`src/dsac_pkg.sv`:
```
package dsac_pkg;

   // Converter result width.
   localparam int DATA_W = 12;

   // Clock period in picoseconds (10 MHz).
   localparam int CLK_PS = 100000;

   // Times as printed, in nanoseconds.
   localparam int T_CONV_HS_NS  = 3600;
   localparam int T_CONV_AS_NS  = 6000;
   localparam int T_ACQ_NS      = 300;
   localparam int T_APERTURE_NS = 15;
   localparam int T_RD_GUARD_NS = 300;
   localparam int T_MIN_PERIOD_NS = 4000;

   // Cycle counts. Least times round up, at least one cycle.
   localparam int CYC_CONV_HS =
      (T_CONV_HS_NS * 1000 + CLK_PS - 1) / CLK_PS;
   localparam int CYC_CONV_AS =
      (T_CONV_AS_NS * 1000 + CLK_PS - 1) / CLK_PS;
   localparam int CYC_ACQ =
      (T_ACQ_NS * 1000 + CLK_PS - 1) / CLK_PS;
   localparam int CYC_RD_GUARD =
      (T_RD_GUARD_NS * 1000 + CLK_PS - 1) / CLK_PS;
   localparam int CYC_MIN_PERIOD =
      (T_MIN_PERIOD_NS * 1000 + CLK_PS - 1) / CLK_PS;
   // Aperture delay is shorter than one cycle, so hold starts one cycle
   // after the start edge is seen.
   localparam int CYC_APERTURE =
      ((T_APERTURE_NS * 1000 + CLK_PS - 1) / CLK_PS) < 1 ? 1 :
      (T_APERTURE_NS * 1000 + CLK_PS - 1) / CLK_PS;

   // Host strobe and start pulse length in cycles; a design choice.
   localparam int CYC_STROBE = 5;

   localparam int CNT_W = 8;

   // Device conversion states.
   typedef enum logic [1:0]
   {
      DSAC_TRACK   = 2'b00,
      DSAC_CONVERT = 2'b01,
      DSAC_SLEEP   = 2'b11
   } dsac_dev_state_t;

   // Host sequence states.
   typedef enum logic [2:0]
   {
      DSAC_H_IDLE  = 3'b000,
      DSAC_H_WAIT  = 3'b001,
      DSAC_H_START = 3'b011,
      DSAC_H_BUSY  = 3'b010,
      DSAC_H_RD1   = 3'b110,
      DSAC_H_GAP   = 3'b111,
      DSAC_H_RD2   = 3'b101
   } dsac_host_state_t;

endpackage

```
`src/dsac_if.sv`:
```
`timescale 1ns/1ps
`default_nettype none
interface dsac_if;
   import dsac_pkg::*;
   logic              conversion_start_n;
   logic              chip_select_n;
   logic              read_n;
   logic              input_pair_select;
   logic              busy;
   logic [DATA_W-1:0] data_out;
   logic              data_oe;

   modport device
   (
      input  conversion_start_n,
      input  chip_select_n,
      input  read_n,
      input  input_pair_select,
      output busy,
      output data_out,
      output data_oe
   );

   modport host
   (
      output conversion_start_n,
      output chip_select_n,
      output read_n,
      output input_pair_select,
      input  busy,
      input  data_out,
      input  data_oe
   );
endinterface
`default_nettype wire

```
`src/dsac_sync.sv`:
```
`timescale 1ns/1ps
`default_nettype none
module dsac_sync
#(
   parameter int W = 1
)
(
   input  wire logic         i_mclk,
   input  wire logic         i_reset,
   input  wire logic [W-1:0] i_async,
   input  wire logic [W-1:0] i_reset_val,
   output logic      [W-1:0] o_sync
);
   typedef struct packed
   {
      logic [W-1:0] s1;
      logic [W-1:0] s2;
   } dsac_sync_t;

   dsac_sync_t st_reg;
   dsac_sync_t st_next;

   initial
   begin
      if (W < 1)
      begin
         $error("dsac_sync width must be at least one");
      end
   end

   always_comb
   begin
      st_next.s1 = i_async;
      st_next.s2 = st_reg.s1;
   end

   // Each instance ties its reset value to the idle level of its start, strobe and busy pins, so
   // no false edge is seen when reset is released.
   always_ff @(posedge i_mclk)
   begin
      if (i_reset)
      begin
         st_reg.s1 <= i_reset_val;
         st_reg.s2 <= i_reset_val;
      end
      else
      begin
         st_reg <= st_next;
      end
   end

   assign o_sync = st_reg.s2;
endmodule
`default_nettype wire

```
`src/dsac_device.sv`:
```
`timescale 1ns/1ps
`default_nettype none
// How it works
// Start falling edge holds both, starts conversion
// Busy falling marks both results ready
// First read input one, second input two
// Each result one 12-bit word, strobed
// Conversion 3.6 us fast, 6 us sleep
// Two modes; auto sleep after conversion
// Conversion timed by internal clock only
// Host avoids reads during conversion, 300 ns
// Host starts no faster than 250 kHz
// End of conversion returns to track, 0.3 us
// Host waits acquisition before next start
// Both holds taken together, matched aperture
// Four inputs in two pairs, select picks
// Busy high from start edge until done
// Data driven only while select and read low; data_oe follows the strobe pins three cycles late
// Read sequence restarts each start, advances
// Host holds pair select stable during read
module dsac_device
import dsac_pkg::*;
#(
   // Conversion and acquisition lengths in clock cycles.
   parameter int CONV_HS_CYCLES = CYC_CONV_HS,
   parameter int CONV_AS_CYCLES = CYC_CONV_AS,
   parameter int ACQ_CYCLES     = CYC_ACQ
)
(
   // Clock and reset.
   input  wire logic              i_mclk,
   input  wire logic              i_reset,
   // Mode: high for auto sleep.
   input  wire logic              i_auto_sleep,
   // Sampled analog values, already digitised by the analog front end.
   input  wire logic [DATA_W-1:0] i_pair_a_input_one,
   input  wire logic [DATA_W-1:0] i_pair_a_input_two,
   input  wire logic [DATA_W-1:0] i_pair_b_input_one,
   input  wire logic [DATA_W-1:0] i_pair_b_input_two,
   // Status toward the analog side.
   output logic                   o_hold,
   output logic                   o_sleep,
   output logic                   o_acquired,
   // Link.
   dsac_if.device                 link
);
   localparam logic [CNT_W-1:0] CONV_HS = CNT_W'(CONV_HS_CYCLES);
   localparam logic [CNT_W-1:0] CONV_AS = CNT_W'(CONV_AS_CYCLES);
   localparam logic [CNT_W-1:0] ACQ     = CNT_W'(ACQ_CYCLES);

   // Counts load the counters directly, so each must fit and be nonzero.
   initial
   begin
      if (CONV_HS_CYCLES < 1 || CONV_AS_CYCLES < 1)
      begin
         $error("conversion counts must be at least one");
      end
      if (CONV_HS_CYCLES >= (1 << CNT_W) || CONV_AS_CYCLES >= (1 << CNT_W))
      begin
         $error("conversion count does not fit counter");
      end
      if (ACQ_CYCLES < 1 || ACQ_CYCLES >= (1 << CNT_W))
      begin
         $error("acquisition count must fit and be at least one");
      end
   end

   // The sampled pair waits in the held words until busy falls, so a read
   // during conversion still returns the previous pair.

   typedef struct packed
   {
      dsac_dev_state_t   state;
      logic              start_prev;
      logic              read_prev;
      logic [CNT_W-1:0]  count;
      logic [CNT_W-1:0]  acq_count;
      logic              second;
      logic              auto_mode;
      logic              sleep;
      logic              hold;
      logic              busy;
      logic              acquired;
      logic [DATA_W-1:0] held_one;
      logic [DATA_W-1:0] held_two;
      logic [DATA_W-1:0] res_one;
      logic [DATA_W-1:0] res_two;
      logic [DATA_W-1:0] data;
      logic              oe;
   } dsac_dev_t;

   dsac_dev_t st_reg;
   dsac_dev_t st_next;

   logic [3:0] pins_sync;
   logic       start_n_s;
   logic       cs_n_s;
   logic       rd_n_s;
   logic       sel_s;
   logic       rd_active;

   // Every link pin passes two flops, so the start edge is acted on three
   // cycles after the pin falls; the host's waits allow for this lag.
   dsac_sync #(.W(4)) u_sync
   (
      .i_mclk      (i_mclk),
      .i_reset     (i_reset),
      .i_async     ({link.conversion_start_n, link.chip_select_n,
                     link.read_n, link.input_pair_select}),
      .i_reset_val (4'hf),
      .o_sync      (pins_sync)
   );

   assign {start_n_s, cs_n_s, rd_n_s, sel_s} = pins_sync;
   assign rd_active = !cs_n_s && !rd_n_s;

   always_comb
   begin
      st_next            = st_reg;
      st_next.start_prev = start_n_s;
      st_next.read_prev  = rd_active;
      case (st_reg.state)
         DSAC_TRACK, DSAC_SLEEP:
         begin
            if (st_reg.acq_count != '0)
            begin
               st_next.acq_count = st_reg.acq_count - 1'b1;
            end
            // The flag rises as the last acquisition cycle ends, not later.
            if (st_reg.acq_count <= CNT_W'(1))
            begin
               st_next.acquired = 1'b1;
            end
            if (st_reg.start_prev && !start_n_s)
            begin
               // Both track/holds share one hold flop, so aperture matches.
               st_next.hold      = 1'b1;
               st_next.busy      = 1'b1;
               st_next.held_one  = sel_s ? i_pair_b_input_one
                                         : i_pair_a_input_one;
               st_next.held_two  = sel_s ? i_pair_b_input_two
                                         : i_pair_a_input_two;
               st_next.second    = 1'b0;
               st_next.acquired  = 1'b0;
               st_next.sleep     = 1'b0;
               // Mode is latched so a change mid-conversion cannot split it.
               st_next.auto_mode = i_auto_sleep;
               st_next.count     = i_auto_sleep ? CONV_AS : CONV_HS;
               st_next.state     = DSAC_CONVERT;
            end
         end
         DSAC_CONVERT:
         begin
            // Timed by the local clock; the host supplies none.
            st_next.count = st_reg.count - 1'b1;
            if (st_reg.count == CNT_W'(1))
            begin
               // Results become readable only now, as busy falls.
               st_next.res_one   = st_reg.held_one;
               st_next.res_two   = st_reg.held_two;
               st_next.busy      = 1'b0;
               st_next.hold      = 1'b0;
               st_next.acq_count = ACQ;
               st_next.sleep     = st_reg.auto_mode;
               st_next.state     = st_reg.auto_mode ? DSAC_SLEEP
                                                    : DSAC_TRACK;
            end
         end
         default:
         begin
            st_next.state = DSAC_TRACK;
         end
      endcase
      // Output word follows the strobes; host keeps select steady.
      st_next.oe   = rd_active;
      st_next.data = st_reg.second ? st_reg.res_two
                                   : st_reg.res_one;
      if (st_reg.read_prev && !rd_active)
      begin
         st_next.second = 1'b1;
      end
      if (st_reg.state != DSAC_CONVERT && st_reg.start_prev && !start_n_s)
      begin
         st_next.second = 1'b0;
      end
   end

   always_ff @(posedge i_mclk)
   begin
      if (i_reset)
      begin
         st_reg            <= '0;
         st_reg.state      <= DSAC_TRACK;
         st_reg.start_prev <= 1'b1;
         st_reg.acquired   <= 1'b1;
      end
      else
      begin
         st_reg <= st_next;
      end
   end

   assign link.busy     = st_reg.busy;
   assign link.data_out = st_reg.data;
   assign link.data_oe  = st_reg.oe;
   assign o_hold        = st_reg.hold;
   assign o_sleep       = st_reg.sleep;
   assign o_acquired    = st_reg.acquired;
endmodule
`default_nettype wire

```
`src/flat_wrapper.sv`:
```
// flat-port wrapper written by rule: the top's interface ports become plain ports
module dsac_device_flat import dsac_pkg::*;
#(
                                                         
   parameter int CONV_HS_CYCLES = CYC_CONV_HS,
   parameter int CONV_AS_CYCLES = CYC_CONV_AS,
   parameter int ACQ_CYCLES     = CYC_ACQ
)
  (i_mclk, i_reset, i_auto_sleep, i_pair_a_input_one, i_pair_a_input_two, i_pair_b_input_one, i_pair_b_input_two, o_hold, o_sleep, o_acquired, link_conversion_start_n, link_chip_select_n, link_read_n, link_input_pair_select, link_busy, link_data_out, link_data_oe);
  dsac_if link_i ();
  input  wire logic i_mclk;
  input  wire logic i_reset;
  input  wire logic i_auto_sleep;
  input  wire logic [DATA_W-1:0] i_pair_a_input_one;
  input  wire logic [DATA_W-1:0] i_pair_a_input_two;
  input  wire logic [DATA_W-1:0] i_pair_b_input_one;
  input  wire logic [DATA_W-1:0] i_pair_b_input_two;
  output logic o_hold;
  output logic o_sleep;
  output logic o_acquired;
  input wire logic [$bits(link_i.conversion_start_n)-1:0] link_conversion_start_n;
  input wire logic [$bits(link_i.chip_select_n)-1:0] link_chip_select_n;
  input wire logic [$bits(link_i.read_n)-1:0] link_read_n;
  input wire logic [$bits(link_i.input_pair_select)-1:0] link_input_pair_select;
  output wire logic [$bits(link_i.busy)-1:0] link_busy;
  output wire logic [$bits(link_i.data_out)-1:0] link_data_out;
  output wire logic [$bits(link_i.data_oe)-1:0] link_data_oe;
  assign link_i.conversion_start_n = link_conversion_start_n;
  assign link_i.chip_select_n = link_chip_select_n;
  assign link_i.read_n = link_read_n;
  assign link_i.input_pair_select = link_input_pair_select;
  assign link_busy = link_i.busy;
  assign link_data_out = link_i.data_out;
  assign link_data_oe = link_i.data_oe;
  dsac_device #(.CONV_HS_CYCLES(CONV_HS_CYCLES), .CONV_AS_CYCLES(CONV_AS_CYCLES), .ACQ_CYCLES(ACQ_CYCLES)) u_core (.i_mclk(i_mclk), .i_reset(i_reset), .i_auto_sleep(i_auto_sleep), .i_pair_a_input_one(i_pair_a_input_one), .i_pair_a_input_two(i_pair_a_input_two), .i_pair_b_input_one(i_pair_b_input_one), .i_pair_b_input_two(i_pair_b_input_two), .o_hold(o_hold), .o_sleep(o_sleep), .o_acquired(o_acquired), .link(link_i));
endmodule
```
`config.mk`:
```
export PLATFORM = sky130hd
export DESIGN_NAME = dsac_device_flat
export DESIGN_NICKNAME = d
export VERILOG_FILES = /design/src/dsac_pkg.sv /design/src/dsac_if.sv /design/src/dsac_sync.sv /design/src/dsac_device.sv /design/src/flat_wrapper.sv
export SDC_FILE = /design/constraint.sdc
export NUM_CORES = 1
export LEC_CHECK = 0
export ABC_CLOCK_PERIOD_IN_PS = 4450
export BUFFER_PORTS_ARGS = -buffer_cell sky130_fd_sc_hd__buf_2
export CAP_MARGIN = 5
export CORE_MARGIN = 2
export CORE_UTILIZATION = 42
export CTS_CLUSTER_DIAMETER = 80
export DETAILED_ROUTE_END_ITERATION = 16
export PLACE_DENSITY_LB_ADDON = 0.15
export SYNTH_ARGS = -nofsm -noshare
export SYNTH_HDL_FRONTEND = slang
export SYNTH_SLANG_ARGS = --single-unit
export TNS_END_PERCENT = 1
```
`constraint.sdc`:
```
create_clock -name i_mclk -period 4.45 [get_ports i_mclk]
set_clock_uncertainty 0.1 [all_clocks]
set_input_delay 0.445 -clock i_mclk [delete_from_list [all_inputs] [get_ports i_mclk]]
set_output_delay 0.445 -clock i_mclk [all_outputs]
set_load 0.03 [all_outputs]
```
==> run_results.csv <==
group,metric,value,unit
placed_design,port_buffers,71,
grt,grt_pass1_vias,2721,
run_status,status,"completed",
timing,finalCritPeriodShare,53.2,%
critical_path,worstPathArrival,2.48,ns
drt,drtPass1Iterations,4,
yosys,synth_adder_area_share,1.90,%
cts,numCtsBuffers,9,
critical_path,cp_max_fo,25,
yosys,synth_warnings,0,
placed_design,post-place-cells,587,
grt,overflow,0,
yosys,syn_inst,445,
grt,grtUsageTotal,16.2,%
drt,routed_wl,7940,um
yosys,syn_avg_cell_area,8.89,um^2
cts,cts_buffer_depth,2,
floorplan,initial_core_util,43.0,%
cells_and_area,largest_register_ffs,69,
floorplan,die_x,101,um
drt,vias,3028,
worst_hold_path,hold_path.class,"in -> reg",
critical_path,r2r_slack,2.08,ns
yosys,synth_xor_area_share,0.664,%
cells_and_area,nNetsFinal,548,
cts,cts_resized,0,
cts,cts_max_level,3,
cells_and_area,area_delta_synth_final,12.6,%
cts,postCtsSetupBuffers,0,
yosys,syn_nets,506,
timing,slew_headroom,39.8,%
drt,post_drt_wl_per_cell,13.2,um
critical_path,crit_type,"reg -> reg",
grt,grt_pass1_wl,13100,um
cts,cts_root_buf,"clkbuf_8",
timing,finalSetupViolCount,0,
cells_and_area,mostFrequentLayoutCells,"dfxtp_1 (93), buf_2 (71), nand2_1 (58)",
pwr,ir_worst_vdd,0.164,mV
placed_design,dp_hpwl,5510,um
timing,worst_pin_slew,0.900,ns
cts,cts_tree,"done",
timing,slew_viol_final,0,
floorplan,io_pins,72,
critical_path,worstSetupStartpointType,"flip-flop",
timing,grt_setup_unrepaired,"no",
pwr,power_density,412,mW/mm^2
yosys,ys_ff_latch,93,
yosys,ys_types,48,
timing,fmax,423,MHz
timing,finalHoldViolCount,0,
pwr,power.leakage,1.82,nW
critical_path,cp-end-kind,"flip-flop",
grt,antenna_found_initial,0,
cells_and_area,final_layout_size_suffix_gt1_share,21.7,%
grt,grt_max_degree,70,
yosys,synthMuxAreaShare,9.11,%
cts,cts_hold_buf,0,
yosys,synth_top_family_by_area,"simple AND/OR/NAND/NOR gates",
job,drv_cap,0,
floorplan,row_count,35,
drt,final_antenna_net_count,0,
floorplan,die_height,101,um
yosys,synth-compound-area-share,16.6,%
floorplan,dieArea,0.0102,mm^2
critical_path,worstPathRequired,4.56,ns
floorplan,fp.coreArea,0.00920,mm^2
cells_and_area,final_cells,603,
cts,clock_latency,0.35,ns
placed_design,place_congestion,0.802,
timing,whs,0.170,ns
drt,drc,0,
cells_and_area,fillers,901,
timing,period_needed,2.37,ns
drt,drt_iter0_drc,96,
yosys,ys_seq_area_share,47.1,%
timing,tns,0,ns
yosys,synth-simple-area-share,18.0,%
cts,path_clk_slew,0.09,ns
cells_and_area,mostFrequentLayoutCell,"dfxtp_1",
cts,clkSinkCount,93,
yosys,syn_area,0.00396,mm^2
drt,viasPerCell,5.02,
cells_and_area,antennaDiodeCount,0,
[logic make-up (layout without fill, tap and decap cells)]
kind of cell               Yosys count  count (layout)
buffers and inverters               55             102
DFF                                 93              93
and+or+nand+nor                    150             150
adders and majority gates            6               6
AOI/OAI and AO/OA                  102             102
muxes                               36              36
xor gates and xnor gates             3               3
[worst max-delay path, stage by stage, from the launching register on]
cell	delay, ns
dfxtp_1	0.33
inv_1	0.05
ha_1	0.51
nand3_1	0.79
a21oi_1	0.35
o32ai_1	0.09
[power by group]
group / total, W / switching (W) / leakage, nW / internal [W]
sequential: 0.000931 / 0.0000472 / 0.756 / 0.000884
combinational: 0.000339 / 0.000187 / 0.963 / 0.000152
clock: 0.000562 / 0.000297 / 0.101 / 0.000265
[metrics by stage]
stage	setup slack, ns	util, %	instance area (um^2)	power (W)
floorplan	2.57	-	3960	0.00120
global placement	2.14	46.3	4250	0.00128
detailed placement	2.09	46.3	4250	0.00128
CTS	2.08	48.4	4450	0.00185
global route	1.87	48.4	4450	0.00193
finish	2.08	48.4	4450	0.00183
[per-layer routing]
metal  vias to the layer above  GRT usage (%)  wire, um
met5                         -              0         0
li1                       1621              -         -
met3                        11           3.19       346
met1                      1326           25.3      4390
met2                        70           21.3      3070
met4                         0           6.55       127
[synth_stat cells (all sizes together)]
library cell  count  area [um^2]
a2111oi           1         27.5
a211oi           29          218
a21o              4         31.3
a21oi            43          219
a311oi            1         8.76
a31oi             2         12.5
and2              2         12.5
and3              1         7.51
and3b             1         8.76
and4b             1         10.0
buf              20          131
clkbuf           23         86.3
dfxtp            93         1860
ha                6         75.1
inv              12         45.0
mux2i            36          360
nand2            58          218
nand2b            2         12.5
nand3             6         30.0
nand3b            4         30.0
nand4             1         6.26
nand4b            1         8.76
nor2             48          180
nor2b             2         12.5
nor3              3         15.0
nor3b             3         27.5
nor4              3         33.8
o211a             1         10.0
o211ai            1         7.51
o21ai            13         65.1
o311ai            1         8.76
o31ai             3         22.5
o32a              1         10.0
o32ai             1         8.76
o41ai             1         8.76
or2              10         62.6
or3b              1         8.76
or4               3         26.3
xnor2             2         17.5
xor2              1         8.76
[final cells by class]
| cell class | instances | area [um^2] | area share [%] |
|---|---|---|---|
| Sequential cell | 93 | 1860 | 41.8 |
| Inverter | 12 | 45.0 | 1.01 |
| Clock inverter | 6 | 70.1 | 1.57 |
| Multi-Input combinational cell | 297 | 1830 | 41.1 |
| Timing Repair Buffer | 74 | 378 | 8.49 |
| Tap cell | 111 | 139 | 3.12 |
| Clock buffer | 10 | 128 | 2.87 |
[path summary, 6_finish.rpt]
kind | to | startpoint | depth (start not counted)
worst max register to register | u_core.st_reg[74] | u_core.st_reg[86] | 5
worst min register to register | u_core.link.data_oe | u_core.u_sync.o_sync[2] | 1
worst min-delay path | u_core.u_sync.st_next[1] | link_read_n | 2
worst max-delay path | u_core.st_reg[74] | u_core.st_reg[86] | 5
(Power assumes the default switching activity.)
